==> config.mk <==
export PLATFORM = sky130hd
export DESIGN_NAME = ntb_event_interrupt_config
export DESIGN_NICKNAME = d
export VERILOG_FILES = /design/src/ntb_irq_pkg.sv /design/src/ntb_event_interrupt_config.sv /design/src/event_action_unit.sv
export SDC_FILE = /design/constraint.sdc
export NUM_CORES = 1
export LEC_CHECK = 0
export BUFFER_PORTS_ARGS = -buffer_cell sky130_fd_sc_hd__buf_2
export CORE_ASPECT_RATIO = 1.5
export CORE_MARGIN = 2
export CORE_UTILIZATION = 47
export DETAILED_ROUTE_END_ITERATION = 16
export PLACE_DENSITY = 0.74
export SLEW_MARGIN = 20
export SYNTH_ARGS = -nofsm -noshare
export SYNTH_HDL_FRONTEND = slang
export SYNTH_SLANG_ARGS = --single-unit
==> constraint.sdc <==
create_clock -name clock -period 1.75 [get_ports clock]
set_input_delay 0.175 -clock clock [delete_from_list [all_inputs] [get_ports clock]]
set_output_delay 0.175 -clock clock [all_outputs]
set_load 0.02 [all_outputs]
==> src/ntb_irq_pkg.sv <==
package ntb_irq_pkg;

    ////////////////////////////////////////////////////////////////////////
    // Register map of the plain register port
    localparam logic [7:0] CFG_OFFSET = 8'h00;
    localparam logic [7:0] STATUS_OFFSET = 8'h04;
    localparam logic [7:0] MASK_OFFSET = 8'h08;
    localparam logic [7:0] STATE_OFFSET = 8'h0C;

    // Field positions inside the configuration word
    localparam int DOORBELL_LSB = 12;
    localparam int PEER_RESET_LSB = 15;
    localparam int PEER_POWER_LSB = 18;
    localparam int TC_LSB = 29;
    localparam int ACTION_WIDTH = 3;

    // Event numbering and status layout
    localparam int EVENT_COUNT = 3;
    localparam int STATUS_WIDTH = 4;
    localparam int STS_RESERVED_BIT = 3;

    ////////////////////////////////////////////////////////////////////////
    // Action codes of a per-event field
    typedef enum logic [2:0] {
        ACT_MASKED = 3'b000,
        ACT_MSI = 3'b001,
        ACT_INTA = 3'b010,
        ACT_INTB = 3'b011,
        ACT_INTC = 3'b100,
        ACT_INTD = 3'b101,
        ACT_RSVD6 = 3'b110,
        ACT_RSVD7 = 3'b111
    } action_e;

    // Kinds of outgoing interrupt message
    typedef enum logic [1:0] {
        MSG_MSI = 2'b00,
        MSG_ASSERT = 2'b01,
        MSG_DEASSERT = 2'b10
    } msg_kind_e;

    // Values after reset
    localparam action_e ACTION_RESET = ACT_MASKED;
    localparam logic [2:0] TC_RESET = 3'h0;
    localparam logic [STATUS_WIDTH-1:0] MASK_RESET = 4'h0;
    localparam logic [STATUS_WIDTH-1:0] STATUS_RESET = 4'h0;
    // Legacy wire messages always travel on class 0
    localparam logic [2:0] INTX_TC = 3'h0;

    ////////////////////////////////////////////////////////////////////////
    // Carriers
    typedef struct packed {
        logic [7:0] addr;
        logic [31:0] wdata;
        logic wr;
        logic rd;
    } reg_req_s;

    typedef struct packed {
        logic valid;
        msg_kind_e kind;
        logic [1:0] pin;
    } req_s;

    typedef struct packed {
        logic valid;
        msg_kind_e kind;
        logic [1:0] pin;
        logic [2:0] tc;
        logic [1:0] event_idx;
    } msg_s;

    ////////////////////////////////////////////////////////////////////////
    // Decoding shared by the event units and the checks
    function automatic logic is_intx(input action_e a);
        return (a == ACT_INTA) || (a == ACT_INTB) || (a == ACT_INTC) || (a == ACT_INTD);
    endfunction

    function automatic logic [1:0] intx_pin(input action_e a);
        logic [2:0] d;
        d = a - ACT_INTA;
        return d[1:0];
    endfunction

endpackage

==> src/ntb_event_interrupt_config.sv <==
`timescale 1ns/1ns
module ntb_event_interrupt_config
    import ntb_irq_pkg::*;
(
    input wire logic clock,
    input wire logic rst,
    input wire ntb_irq_pkg::reg_req_s reg_req,
    output logic [31:0] reg_rdata,
    input wire logic [ntb_irq_pkg::EVENT_COUNT-1:0] event_status,
    input wire logic msi_enable,
    input wire logic legacy_irq_disable,
    output ntb_irq_pkg::msg_s msg,
    input wire logic msg_ready,
    output logic irq
);
    import ntb_irq_pkg::*;

    typedef struct packed {
        action_e [EVENT_COUNT-1:0] action;
        logic [2:0] tc;
        logic [STATUS_WIDTH-1:0] status;
        logic [STATUS_WIDTH-1:0] mask;
        logic [31:0] rdata;
        msg_s msg;
    } main_state_s;

    main_state_s r;
    main_state_s n;
    req_s [EVENT_COUNT-1:0] req;
    logic [EVENT_COUNT-1:0] res_hit;
    logic [EVENT_COUNT-1:0] grant;
    logic load_w;
    logic status_rd;

    ////////////////////////////////////////////////////////////////////////
    // One action unit per event
    for (genvar i = 0; i < EVENT_COUNT; i++) begin : g_event
        event_action_unit event_action_unit_inst (
            .clock(clock),
            .rst(rst),
            .event_status(event_status[i]),
            .action(r.action[i]),
            .msi_enable(msi_enable),
            .legacy_irq_disable(legacy_irq_disable),
            .grant(grant[i]),
            .req(req[i]),
            .reserved_hit(res_hit[i])
        );
    end

    ////////////////////////////////////////////////////////////////////////
    // Read image of the configuration word; unimplemented bits read zero
    function automatic logic [31:0] cfg_word(input main_state_s s);
        logic [31:0] w;
        w = 32'h0000_0000;
        w[DOORBELL_LSB +: ACTION_WIDTH] = s.action[0];
        w[PEER_RESET_LSB +: ACTION_WIDTH] = s.action[1];
        w[PEER_POWER_LSB +: ACTION_WIDTH] = s.action[2];
        w[TC_LSB +: ACTION_WIDTH] = s.tc;
        return w;
    endfunction

    // Outputs straight from the state flops
    assign msg = r.msg;
    assign reg_rdata = r.rdata;
    assign irq = |(r.status & r.mask);
    assign load_w = !r.msg.valid || msg_ready;
    assign status_rd = reg_req.rd && reg_req.addr == STATUS_OFFSET;

    ////////////////////////////////////////////////////////////////////////
    // Arbiter, register file and sticky status
    always_comb begin
        n = r;
        grant = '0;
        // Output slot refills when empty or taken; lowest event first
        if (load_w) begin
            n.msg.valid = 1'b0;
            for (int i = 0; i < EVENT_COUNT; i++) begin
                if (req[i].valid && grant == '0) begin
                    grant[i] = 1'b1;
                    n.msg.valid = 1'b1;
                    n.msg.kind = req[i].kind;
                    n.msg.pin = req[i].pin;
                    // Class number passes unchanged onto MSI traffic
                    n.msg.tc = (req[i].kind == MSG_MSI) ? r.tc : INTX_TC;
                    n.msg.event_idx = i[1:0];
                end
            end
        end
        // Register writes; reserved bits are not stored
        if (reg_req.wr) begin
            if (reg_req.addr == CFG_OFFSET) begin
                n.action[0] = action_e'(reg_req.wdata[DOORBELL_LSB +: ACTION_WIDTH]);
                n.action[1] = action_e'(reg_req.wdata[PEER_RESET_LSB +: ACTION_WIDTH]);
                n.action[2] = action_e'(reg_req.wdata[PEER_POWER_LSB +: ACTION_WIDTH]);
                n.tc = reg_req.wdata[TC_LSB +: ACTION_WIDTH];
            end else if (reg_req.addr == MASK_OFFSET) begin
                n.mask = reg_req.wdata[STATUS_WIDTH-1:0];
            end
        end
        // Read data stands for one cycle only, unmapped reads give zero
        n.rdata = 32'h0000_0000;
        if (reg_req.rd) begin
            if (reg_req.addr == CFG_OFFSET) begin
                n.rdata = cfg_word(r);
            end else if (reg_req.addr == STATUS_OFFSET) begin
                n.rdata = {28'h000_0000, r.status};
            end else if (reg_req.addr == MASK_OFFSET) begin
                n.rdata = {28'h000_0000, r.mask};
            end else if (reg_req.addr == STATE_OFFSET) begin
                n.rdata = {24'h00_0000, event_status, 1'b0, r.msg.valid,
                           req[2].valid, req[1].valid, req[0].valid};
            end
        end
        // Read clears, but an event in the same cycle wins over the clear
        n.status = (status_rd ? STATUS_RESET : r.status) | {(|res_hit), grant};
    end

    // State register
    always_ff @(posedge clock) begin
        if (rst) begin
            r.action <= '{default: ACTION_RESET};
            r.tc <= TC_RESET;
            r.status <= STATUS_RESET;
            r.mask <= MASK_RESET;
            r.rdata <= 32'h0000_0000;
            r.msg <= '0;
        end else begin
            r <= n;
        end
    end
endmodule

==> src/event_action_unit.sv <==
`timescale 1ns/1ns
module event_action_unit
    import ntb_irq_pkg::*;
(
    input wire logic clock,
    input wire logic rst,
    input wire logic event_status,
    input wire ntb_irq_pkg::action_e action,
    input wire logic msi_enable,
    input wire logic legacy_irq_disable,
    input wire logic grant,
    output ntb_irq_pkg::req_s req,
    output logic reserved_hit
);
    import ntb_irq_pkg::*;

    typedef struct packed {
        logic status_d;
        logic pend_msi;
        logic pend_asrt;
        logic pend_deas;
        logic asserted;
        logic [1:0] pin;
    } unit_state_s;

    unit_state_s s_r;
    unit_state_s s_nxt;
    logic rise;
    logic fall;

    assign rise = event_status && !s_r.status_d;
    assign fall = !event_status && s_r.status_d;
    assign reserved_hit = rise && (action == ACT_RSVD6 || action == ACT_RSVD7);

    // Request priority: a pending negation goes before anything new
    // A gate that closes in this cycle holds back a queued message at once
    always_comb begin
        req.valid = s_r.pend_deas || (s_r.pend_asrt && !legacy_irq_disable) || (s_r.pend_msi && msi_enable);
        req.pin = s_r.pin;
        if (s_r.pend_deas) begin
            req.kind = MSG_DEASSERT;
        end else if (s_r.pend_asrt && !legacy_irq_disable) begin
            req.kind = MSG_ASSERT;
        end else begin
            req.kind = MSG_MSI;
        end
    end

    // Pending message bookkeeping
    always_comb begin
        s_nxt = s_r;
        s_nxt.status_d = event_status;
        if (grant) begin
            if (s_r.pend_deas) begin
                s_nxt.pend_deas = 1'b0;
                s_nxt.asserted = 1'b0;
            end else if (s_r.pend_asrt && !legacy_irq_disable) begin
                s_nxt.pend_asrt = 1'b0;
                s_nxt.asserted = 1'b1;
            end else begin
                s_nxt.pend_msi = 1'b0;
            end
        end
        // Codes zero, six and seven queue nothing here
        if (rise) begin
            if (action == ACT_MSI && msi_enable) begin
                s_nxt.pend_msi = 1'b1;
            end
            if (is_intx(action) && !legacy_irq_disable) begin
                // An unsent negation is simply withdrawn, the wire stays up
                if (s_nxt.pend_deas) begin
                    s_nxt.pend_deas = 1'b0;
                end else begin
                    s_nxt.pend_asrt = 1'b1;
                    s_nxt.pin = intx_pin(action);
                end
            end
        end
        if (fall) begin
            // An assertion never sent needs no negation
            if (s_nxt.pend_asrt) begin
                s_nxt.pend_asrt = 1'b0;
            end else if (s_nxt.asserted) begin
                s_nxt.pend_deas = 1'b1;
            end
        end
        if (legacy_irq_disable) begin
            s_nxt.pend_asrt = 1'b0;
            if (s_nxt.asserted) begin
                s_nxt.pend_deas = 1'b1;
            end
        end
        if (!msi_enable) begin
            s_nxt.pend_msi = 1'b0;
        end
    end

    // State register
    always_ff @(posedge clock) begin
        if (rst) begin
            s_r <= '0;
        end else begin
            s_r <= s_nxt;
        end
    end
endmodule

==> results.sh, run 1 <==
export IMPL_drive_gt1_share_pct=30.2
export IMPL_antenna_found_initial=0
export IMPL_maxCapViolations=0
export IMPL_pre_cts_ws_ns=-0.0665
export IMPL_detail_route_antenna_nets=0
export IMPL_report_final_setup_viol=0
export IMPL_worstPathArrival_ns=1.99
export IMPL_cts_htree_levels=3
export IMPL_cts_setup_buffers=0
export IMPL_p_total_mw=3.35
export IMPL_worst_setup_path_start_kind="flop"
export IMPL_yosysSeqAreaShare_pct=43.6
export IMPL_routed_wl_um=7440
export IMPL_rsz0062_at_grt="true"
export IMPL_hold_viol=0
export IMPL_status="finished clean"
export IMPL_fmax_ghz=0.585
export IMPL_crit_chain="nor2b_1, nor3_1, a31oi_2, nand3b_1, a21oi_1"
export IMPL_p_sw_share_pct=21.0
export IMPL_drt_iter0_markers=110
export IMPL_p_seq_share_pct=47.7
export IMPL_wl_per_cell_um=15.0
export IMPL_numCtsBuffers=9
export IMPL_vias=2675
export IMPL_grt_max_degree=20
export IMPL_synth_edf_count=0
export IMPL_powerDensity_nw_per_um2=875
export IMPL_critPathMaxFanout=7
export IMPL_synth_area_um2=3210
export IMPL_r2r_slack_ns=0.04
export IMPL_ioPinCount=93
export IMPL_clk_path_buf_depth=2
export IMPL_irDropWorstVdd_v=0.000409
export IMPL_die_w_um=71.5
export IMPL_path_clk_slew_ns=0.08
export IMPL_netlist_cell_type_count=52
export IMPL_combPwrFrac_pct=4.7
export IMPL_synth_main_ff_cell="dfxtp_1"
export IMPL_final_nets=468
export IMPL_syn_avg_cell_area_um2=9.13
export IMPL_critPathTopFamily="simple AND/OR/NAND/NOR gates"
export IMPL_initial_core_util_pct=48.9
export IMPL_rows=36
export IMPL_drc=0
export IMPL_p_int_mw=2.64
export IMPL_gp_congestion=0.878
export IMPL_n_antenna_cell=0
export IMPL_cp_required_ns=2.03
export IMPL_grt_pass1_wl_um=11900
export IMPL_finalCriticalPeriod_ns=1.71
export IMPL_fin_worst_skew_ns=0.00738
export IMPL_hpwlAfterDp_um=5600
export IMPL_cts_root_buf="clkbuf_8"
export IMPL_clk_latency_ns=0.35
export IMPL_ys_seq_elements=70
export IMPL_cp_num_buf_inv=0
export IMPL_grtUsageTotal_pct=20.7
export IMPL_hp_class="in -> reg"
export IMPL_grt_pass1_vias=2582
export IMPL_syn_inst=352
export IMPL_crit_type="reg -> reg"
export IMPL_crit_path_end_kind="flop"
export IMPL_finalCritPeriodShare_pct=97.8
export IMPL_port_buffer_count=63
export IMPL_dieHeight_um=105
export IMPL_die_area_um2=7530
export IMPL_clock_sinks=70
export IMPL_worst_slack_ns=0.0392
export IMPL_final_max_slew_violation_count=0
export IMPL_p_leak_nw=1.71
export IMPL_async_reset_ff_share_pct=0
export IMPL_viasPerCell=5.38
export IMPL_crit_path_top_delay_cell="a31oi_2"
export IMPL_tritoncts="built"
export IMPL_yosysWarningCount=0
export IMPL_p_sw_uw=704
export IMPL_slowest_delay_ns=0.42
export IMPL_p_clk_share_pct=47.6
export IMPL_syn_to_final_growth_pct=19.1
export IMPL_firstDrtPassIters=4
export IMPL_design_core_area_um2=6580
export IMPL_grt_overflow_total=0
-- stage by stage --
| step | util [%] | TNS [ns] | cell area, um2 | std cells | hold WS, ns |
|---|---|---|---|---|---|
| finish | 58.2 | 0 | 3830 | 497 | 0.0664 |
| global route | 58.2 | -0.179 | 3830 | 497 | 0.0601 |
| CTS | 57.9 | 0 | 3810 | 497 | 0.0504 |
| detailed placement | 54.1 | -0.378 | 3560 | 481 | 0.419 |
| global placement | 54.1 | -0.00723 | 3560 | 481 | 0.407 |
| floorplan | - | 0 | 3260 | 364 | 0.297 |
-- flip-flops by register name, indices dropped and copies added (netlist names) --
name	cells
r	20
g_event.event_action_unit_inst.req	6
reg_rdata	19
g_event.event_action_unit_inst.s_r	15
msg	10
-- worst paths after layout --
| kind | startpoint | endpoint | cells past startpoint |
|---|---|---|---|
| worst min-delay path | reg_req[3] | r[43] | 3 |
| worst max register to register | g_event[0].event_action_unit_inst.s_r[4] | msg[7] | 5 |
| worst min register to register | msg[6] | msg[6] | 2 |
| worst max-delay path | g_event[0].event_action_unit_inst.s_r[4] | msg[7] | 5 |
-- power groups by stage --
stage / clock (mW) / combinational (mW) / sequential (mW)
2_1_floorplan: 0 / 0.106 / 1.63
3_3_place_gp: 0 / 0.152 / 1.63
3_5_place_dp: 0 / 0.154 / 1.64
4_1_cts: 1.63 / 0.155 / 1.60
5_1_grt: 1.69 / 0.171 / 1.60
6_report: 1.59 / 0.156 / 1.60
-- final cells by class --
type,count,area (um2)
Timing Repair Buffer,96,576
Multi-Input combinational cell,234,1490
Clock buffer,11,141
Fill cell,605,2750
Clock inverter,5,106
Tap cell,76,95.1
Sequential cell,70,1400
Inverter,5,18.8
-- cells in the final DEF (no fill, tap or decap), drive strengths merged, types with 2 or more instances in the layout --
cell,netlist,routed
nor3,9,9
and2,16,16
o31ai,4,4
a32o,2,2
mux2,2,2
nand3b,6,6
dfxtp,70,70
nand3,9,9
a21oi,25,25
nor2,42,42
o21ai,7,7
ha,2,2
conb,1,13
a22oi,8,8
nor4,2,2
inv,5,5
nor2b,17,17
clkbuf,10,11
nand2,14,14
nor3b,3,3
bufinv,0,3
buf,45,96
mux2i,20,20
a31o,3,3
a31oi,2,2
a211o,3,3
nand2b,5,5
a211oi,5,5
-- tightest hold or removal path: cells and delay by family --
| family | cells | cell delay [ns] |
|---|---|---|
| buffers and inverters | 1 | 0.08 |
| multiplexers | 1 | 0.05 |
| AND/OR/NAND/NOR | 1 | 0.07 |
-- metal layers --
metal	up-vias	part of all wire [%]	track usage, %	wire, um
met5	-	0	0	0
met4	0	4.5	12.8	334
met3	22	5.8	5.45	429
met2	88	52	35.8	3850
met1	1264	38	21.7	2820
li1	1301	-	-	-
-- cells in the mapped netlist (2+ instances only) --
cell	number	share of area (%)
a211o_1	3	0.82
a211oi_1	5	1.2
a21oi_1	24	3.7
a22oi_1	8	1.9
a31o_2	3	0.82
a31oi_1	2	0.39
a32o_1	2	0.62
and2_1	16	3.1
buf_4	42	9.8
clkbuf_1	9	1.1
dfxtp_1	70	44
ha_1	2	0.78
inv_1	5	0.58
mux2_2	2	0.70
mux2i_1	20	6.2
nand2_1	14	1.6
nand2b_1	5	0.97
nand3_1	9	1.4
nand3b_1	5	1.2
nor2_1	41	4.8
nor2b_1	17	3.3
nor3_1	8	1.2
nor3b_1	3	0.70
o21ai_0	7	1.1
o31ai_1	3	0.70
-- kinds of logic (layout without fill, tap and decap cells) --
group	count (synthesis)	count (layout)	synth area share, %
AND/OR/NAND/NOR	130	130	22.0
flip-flops	70	70	43.6
AO/OA/AOI/OAI	66	66	14.1
buffers and inverters	60	117	12.2
multiplexers	22	22	6.93
adder cells (fa/ha/maj)	2	2	0.778
other	1	13	0.117
XOR/XNOR	1	1	0.273
-- what timing repair did --
item	4_1_cts	5_1_grt
endpoints found under the setup margin	4	11
pin swaps	1	0
hold buffers	0	0
resized for setup	1	3
(Power assumes the default switching activity.)
==> inputs of run 2 (changes only) <==
--- a/config.mk
+++ b/config.mk
@@ -8,9 +8,9 @@
 export BUFFER_PORTS_ARGS = -buffer_cell sky130_fd_sc_hd__buf_2
 export CORE_ASPECT_RATIO = 1.5
 export CORE_MARGIN = 2
-export CORE_UTILIZATION = 47
+export CORE_UTILIZATION = 33
 export DETAILED_ROUTE_END_ITERATION = 16
-export PLACE_DENSITY = 0.74
+export PLACE_DENSITY = 0.55
 export SLEW_MARGIN = 20
 export SYNTH_ARGS = -nofsm -noshare
 export SYNTH_HDL_FRONTEND = slang
==> constraint.sdc (replaced) <==
create_clock -name clock -period 1.5 [get_ports clock]
set_input_delay 0.15 -clock clock [delete_from_list [all_inputs] [get_ports clock]]
set_output_delay 0.15 -clock clock [all_outputs]
set_load 0.02 [all_outputs]
==> run 2 against run 1 <==
  * The flow now finishes with violations (setup timing)
  * Via count up 1.1%
  * First-iteration DRC count is 13% lower
  * Critical path depth up 1
  * Total power rose by 19%
  * Combinational power up 23%
  * Die area rose by 40%
  * Core utilization decreased by 13 points
  * Critical path type unchanged
  * Clock power grew 22%
  * Register-to-register slack worse by 0.15 ns
  * Sequential power is 17% higher
  * Design area increased by 12%
  * Worst setup slack worse by 0.15 ns
==> results.sh, run 2 (synthesis gave the netlist of run 1 again) <==
export IMPL_viasPerCell=4.81
export IMPL_combPwrFrac_pct=4.8
export IMPL_final_max_slew_violation_count=0
export IMPL_fmax_ghz=0.622
export IMPL_tns_ns=-0.809
export IMPL_antenna_found_initial=0
export IMPL_worst_setup_path_start_kind="flop"
export IMPL_p_total_mw=4.00
export IMPL_p_seq_share_pct=46.7
export IMPL_cts_htree_levels=3
export IMPL_fill_cells=960
export IMPL_path_clk_slew_ns=0.06
export IMPL_dieHeight_um=125
export IMPL_drt_iter0_markers=96
export IMPL_design_core_area_um2=9580
export IMPL_crit_type="reg -> reg"
export IMPL_clock_sinks=70
export IMPL_status="finished with violations"
export IMPL_rows=44
export IMPL_p_clk_share_pct=48.5
export IMPL_irDropWorstVdd_v=0.000616
export IMPL_fin_worst_skew_ns=0.00452
export IMPL_die_area_um2=10600
export IMPL_port_buffer_count=63
export IMPL_layout_common_cells="dfxtp_1 (65), buf_2 (63), buf_4 (51), nor2_1 (41)"
export IMPL_routed_wl_um=8140
export IMPL_finalNonFillerCells=562
export IMPL_p_int_mw=3.10
export IMPL_worstPathArrival_ns=1.83
export IMPL_grt_overflow_total=0
export IMPL_cts_root_buf="clkbuf_16"
export IMPL_hpwlAfterDp_um=6330
export IMPL_grt_max_degree=25
export IMPL_tritoncts="built"
export IMPL_clk_path_buf_depth=2
export IMPL_largest_register_ffs=20
export IMPL_violations="setup timing"
export IMPL_crit_path_end_kind="flop"
export IMPL_critPathMaxFanout=6
export IMPL_ioPinCount=93
export IMPL_numCtsBuffers=9
export IMPL_wl_per_cell_um=14.5
export IMPL_cp_required_ns=1.73
export IMPL_finalCritPeriodShare_pct=107
export IMPL_hold_viol=0
export IMPL_finalCriticalPeriod_ns=1.61
export IMPL_worst_slack_ns=-0.108
export IMPL_syn_to_final_growth_pct=33.9
export IMPL_final_common_cell="dfxtp_1"
export IMPL_powerDensity_nw_per_um2=929
export IMPL_postCtsHoldBufs=0
export IMPL_n_antenna_cell=0
export IMPL_report_final_setup_viol=12
export IMPL_gp_congestion=0.850
export IMPL_rsz0062_at_grt="true"
export IMPL_p_leak_nw=1.91
export IMPL_grt_pass1_wl_um=13000
export IMPL_grt_pass1_vias=2562
export IMPL_grtUsageTotal_pct=16.0
export IMPL_drc=0
export IMPL_top_register="r"
export IMPL_vias=2704
export IMPL_detail_route_antenna_nets=0
export IMPL_drive_gt1_share_pct=41.6
export IMPL_p_sw_share_pct=22.5
export IMPL_hp_class="in -> reg"
export IMPL_dp_cells=540
export IMPL_firstDrtPassIters=4
export IMPL_p_sw_uw=900
export IMPL_maxCapViolations=0
export IMPL_final_nets=494
export IMPL_initial_core_util_pct=33.6
export IMPL_die_w_um=84.6
export IMPL_clk_latency_ns=0.33
run 2: area by class of cell:
cell class,count,area [um2],area share [%]
Inverter,5,18.8,0.436
Sequential cell,70,1410,32.7
Timing Repair Buffer,122,788,18.3
Tap cell,115,144,3.34
Clock buffer,11,243,5.64
Clock inverter,5,35.0,0.814
Multi-Input combinational cell,234,1670,38.8
run 2: routing by layer:
metal  track usage [%]  routed length, um
met1              17.5               3210
met2              28.3               4410
met3              3.51                286
met4              8.12                232
met5                 0                  0
run 2: stage by stage:
step                      utilization (%)  hold WS [ns]  area, um2  setup WS [ns]
final                                44.9        0.0546       4310         -0.108
after global routing                 44.9        0.0684       4310         -0.150
after CTS                            43.6        0.0454       4170        -0.0969
after detailed placement             39.5         0.393       3780         -0.277
after global placement               39.5         0.386       3780         -0.248
after floorplan                         -         0.272       3310         -0.137
run 2: worst paths after layout:
path                                                  from                                  endpoint  slack, ns  depth (start not counted)
setup / recovery  g_event[1].event_action_unit_inst.s_r[4]                                    msg[3]      -0.11                          6
setup reg to reg  g_event[1].event_action_unit_inst.s_r[4]                                    msg[3]      -0.11                          6
hold / removal                                 reg_req[20]                                     r[59]       0.05                          3
hold reg to reg   g_event[1].event_action_unit_inst.s_r[5]  g_event[1].event_action_unit_inst.s_r[5]       0.46                          2
run 2: power groups by stage:
stage / logic [mW] / registers, mW / clock network (mW)
after floorplan: 0.124 / 1.91 / 0
after global placement: 0.183 / 1.91 / 0
after detailed placement: 0.186 / 1.91 / 0
after CTS: 0.189 / 1.87 / 1.99
after global routing: 0.209 / 1.87 / 2.08
final: 0.192 / 1.87 / 1.94
run 2: worst max-delay path, cell delays in order (launching register included):
cell      delay [ns]
dfxtp_2         0.31
nor2b_4         0.12
or3_4           0.42
buf_4           0.17
o21ai_4         0.14
a211oi_4        0.09
a31o_2          0.25
run 2: timing repair:
| action | in CTS | in global routing |
|---|---|---|
| setup buffers | 1 | 5 |
| resized for setup | 26 | 26 |
| endpoints found under the setup margin | 21 | 23 |
| pin swaps | 12 | 21 |
==> inputs of run 3 (changes only) <==
--- a/config.mk
+++ b/config.mk
@@ -10,8 +10,9 @@
 export CORE_MARGIN = 2
 export CORE_UTILIZATION = 33
 export DETAILED_ROUTE_END_ITERATION = 16
-export PLACE_DENSITY = 0.55
+export PLACE_DENSITY = 0.58
 export SLEW_MARGIN = 20
 export SYNTH_ARGS = -nofsm -noshare
 export SYNTH_HDL_FRONTEND = slang
+export SYNTH_HIERARCHICAL = 1
 export SYNTH_SLANG_ARGS = --single-unit
==> run 3 against run 2 <==
  * The flow still finishes with violations (setup timing)
  * Non-clock buffer count decreased by 7
  * Core utilization down 0.67 points
  * First-iteration DRC count up 32%
  * Die area up 7.4%
  * Routed wire length grew 8.1%
==> results.sh, run 3 <==
export IMPL_viasPerCell=4.75
export IMPL_ioPinCount=93
export IMPL_n_antenna_cell=0
export IMPL_maxCapViolations=0
export IMPL_finalNonFillerCells=605
export IMPL_antenna_found_initial=0
export IMPL_critPathMaxFanout=4
export IMPL_p_sw_uw=907
export IMPL_layout_common_cells="dfxtp_1 (67), buf_2 (63), buf_4 (45), nand2_1 (35), a21oi_1 (30)"
export IMPL_cts_htree_levels=3
export IMPL_hold_start="reg_req[2]"
export IMPL_slew_headroom_pct=65.2
export IMPL_detail_route_antenna_nets=0
export IMPL_clk_latency_ns=0.33
export IMPL_p_int_mw=3.26
export IMPL_r2r_start="g_event[0].event_action_unit_inst/s_r[4]"
export IMPL_routed_wl_um=8800
export IMPL_hold_viol=0
export IMPL_numCtsBuffers=9
export IMPL_fin_worst_skew_ns=0.00358
export IMPL_wl_met3_um=330
export IMPL_grt_pass1_vias=2764
export IMPL_p_sw_share_pct=21.8
export IMPL_irDropWorstVdd_v=0.000411
export IMPL_slowest_delay_ns=0.32
export IMPL_ys_seq_elements=70
export IMPL_combPwrFrac_pct=4.9
export IMPL_hpwlAfterDp_um=6620
export IMPL_worst_setup_path_start_kind="flop"
export IMPL_clock_sinks=70
export IMPL_async_reset_ff_share_pct=0
export IMPL_hp_class="in -> reg"
export IMPL_report_final_setup_viol=24
export IMPL_dp_cells=579
export IMPL_p_seq_share_pct=44.8
export IMPL_vias=2875
export IMPL_top_register="r"
export IMPL_initial_core_util_pct=34.0
export IMPL_routed_wl_met2_um=4840
export IMPL_rows=45
export IMPL_tns_ns=-6.49
export IMPL_powerDensity_nw_per_um2=924
export IMPL_synth_common_cells="dfxtp_1 (70), buf_4 (52), nand2_1 (36)"
export IMPL_p_leak_nw=1.91
export IMPL_wl_met1_um=3500
export IMPL_firstDrtPassIters=5
export IMPL_pre_cts_ws_ns=-0.434
export IMPL_synth_area_um2=3460
export IMPL_die_w_um=87.6
export IMPL_drive_gt1_share_pct=40.7
export IMPL_netlist_cell_type_count=44
export IMPL_crit_chain="nor2b_4, a211o_1, nor2_2, nand3_2, inv_2, and2b_2, nor4_4, mux2_4"
export IMPL_fill_cells=1021
export IMPL_synth_main_ff_cell="dfxtp_1"
export IMPL_grtUsageTotal_pct=15.8
export IMPL_top_layer_used="met4"
export IMPL_syn_avg_cell_area_um2=9.07
export IMPL_final_max_slew_violation_count=0
export IMPL_design_core_area_um2=10200
export IMPL_p_total_mw=4.17
export IMPL_grt_pass1_wl_um=13700
export IMPL_synth_area_top_cells="dfxtp_1 (40%), buf_4 (11%), a21oi_1 (4.8%)"
export IMPL_drc=0
export IMPL_worst_slack_ns=-0.421
export IMPL_finalCriticalPeriod_ns=1.92
export IMPL_startpoint="g_event[0].event_action_unit_inst/s_r[4]"
export IMPL_p_clk_share_pct=50.3
export IMPL_final_common_cell="dfxtp_1"
export IMPL_crit_path_top_delay_cell="mux2_4"
export IMPL_cts_root_buf="clkbuf_16"
export IMPL_drt_iter0_markers=127
export IMPL_crit_type="reg -> reg"
export IMPL_synth_most_common_cell="dfxtp_1"
export IMPL_clk_path_buf_depth=2
export IMPL_syn_inst=382
export IMPL_die_area_um2=11300
export IMPL_largest_register_ffs=20
export IMPL_worstPathArrival_ns=2.14
export IMPL_rsz0062_at_grt="true"
export IMPL_wl_per_cell_um=14.5
export IMPL_crit_path_end_kind="flop"
export IMPL_holdWs_ns=0.0546
export IMPL_worstMarginPinSlew_ns=0.518
export IMPL_dieHeight_um=129
export IMPL_syn_to_final_growth_pct=30.3
export IMPL_finalCritPeriodShare_pct=128
export IMPL_fmax_ghz=0.521
export IMPL_grt_overflow_total=0
export IMPL_gp_congestion=0.811
export IMPL_cp_required_ns=1.72
export IMPL_grt_max_degree=24
export IMPL_synth_edf_count=0
export IMPL_yosysWarningCount=6
export IMPL_yosysTopAreaCellShare_pct=40.5
export IMPL_final_nets=509
export IMPL_yosysSeqAreaShare_pct=40.5
export IMPL_path_clk_slew_ns=0.06
export IMPL_yosys_area_top_type="dfxtp_1"
export IMPL_status="finished with violations"
export IMPL_tritoncts="built"
export IMPL_port_buffer_count=63
export IMPL_violations="setup timing"
[run 3: cell types whose count changed in the layout (fill, tap and decap cells not counted), sizes merged, moves of 7 or more]
cell,before,now
nor2,42,19
mux2i,20,7
a21oi,25,33
nand2,14,36
nand2b,5,20
buf,122,115
[run 3: final cells by class]
cell class | count | area [um2] | area share [%]
clock inverters | 6 | 61.3 | 1.36
multi-input cells | 260 | 1880 | 41.6
clock buffers | 10 | 239 | 5.30
well taps | 141 | 176 | 3.91
flip-flops and latches | 70 | 1410 | 31.1
repair buffers | 115 | 741 | 16.4
inverters | 3 | 11.3 | 0.250
[run 3: per-stage QoR]
step                util (%)  area [um2]
floorplan                  -        3550
detailed placement      38.6        3930
global placement        38.6        3930
CTS                     42.9        4370
global route            44.3        4510
finish                  44.3        4510
[run 3: routing by layer]
metal	GRT usage, %	up-vias
li1	-	1426
met1	18.0	1366
met2	28.3	77
met3	2.99	6
met4	6.79	0
met5	0	-
[run 3: logic make-up (layout without fill, tap and decap cells)]
kind of cell,count (synthesis),after routing,synth area share [%]
AO/OA/AOI/OAI,67,67,12.7
other,1,13,0.108
buffers and inverters,65,134,12.8
multiplexers,14,14,4.30
XOR/XNOR,3,3,0.759
flip-flops,70,70,40.5
AND/OR/NAND/NOR,162,163,28.9
[run 3: path summary, 6_finish.rpt]
| check | to | slack, ns | cells past startpoint |
|---|---|---|---|
| worst max-delay path | g_event[2].event_action_unit_inst/req[1] | -0.42 | 8 |
| worst min-delay path | r[42] | 0.05 | 3 |
| worst max register to register | g_event[2].event_action_unit_inst/req[1] | -0.42 | 8 |
| worst min register to register | msg[5] | 0.45 | 2 |
[run 3: power by group through the flow]
stage	Combinational (mW)	Clock [mW]	Sequential, mW
after CTS	0.202	2.16	1.87
after detailed placement	0.199	0	1.91
after global routing	0.222	2.26	1.87
final	0.204	2.10	1.87
after global placement	0.196	0	1.91
after floorplan	0.116	0	1.91
[run 3: critical path: cells and delay by family, from the launching register on]
kind	cells	cell delay [ns]
and+or+nand+nor	5	0.82
AOI/OAI and AO/OA	1	0.29
muxes	1	0.32
DFF	1	0.31
buffers and inverters	1	0.07
[run 3: timing repair]
item | 4_1_cts | 5_1_grt
setup buffers | 6 | 6
hold endpoints to repair | 0 | 0
setup endpoints to repair | 28 | 31
gates resized for setup | 21 | 25
hold buffers | 0 | 0
pin swaps | 13 | 16
cloned | 1 | 0
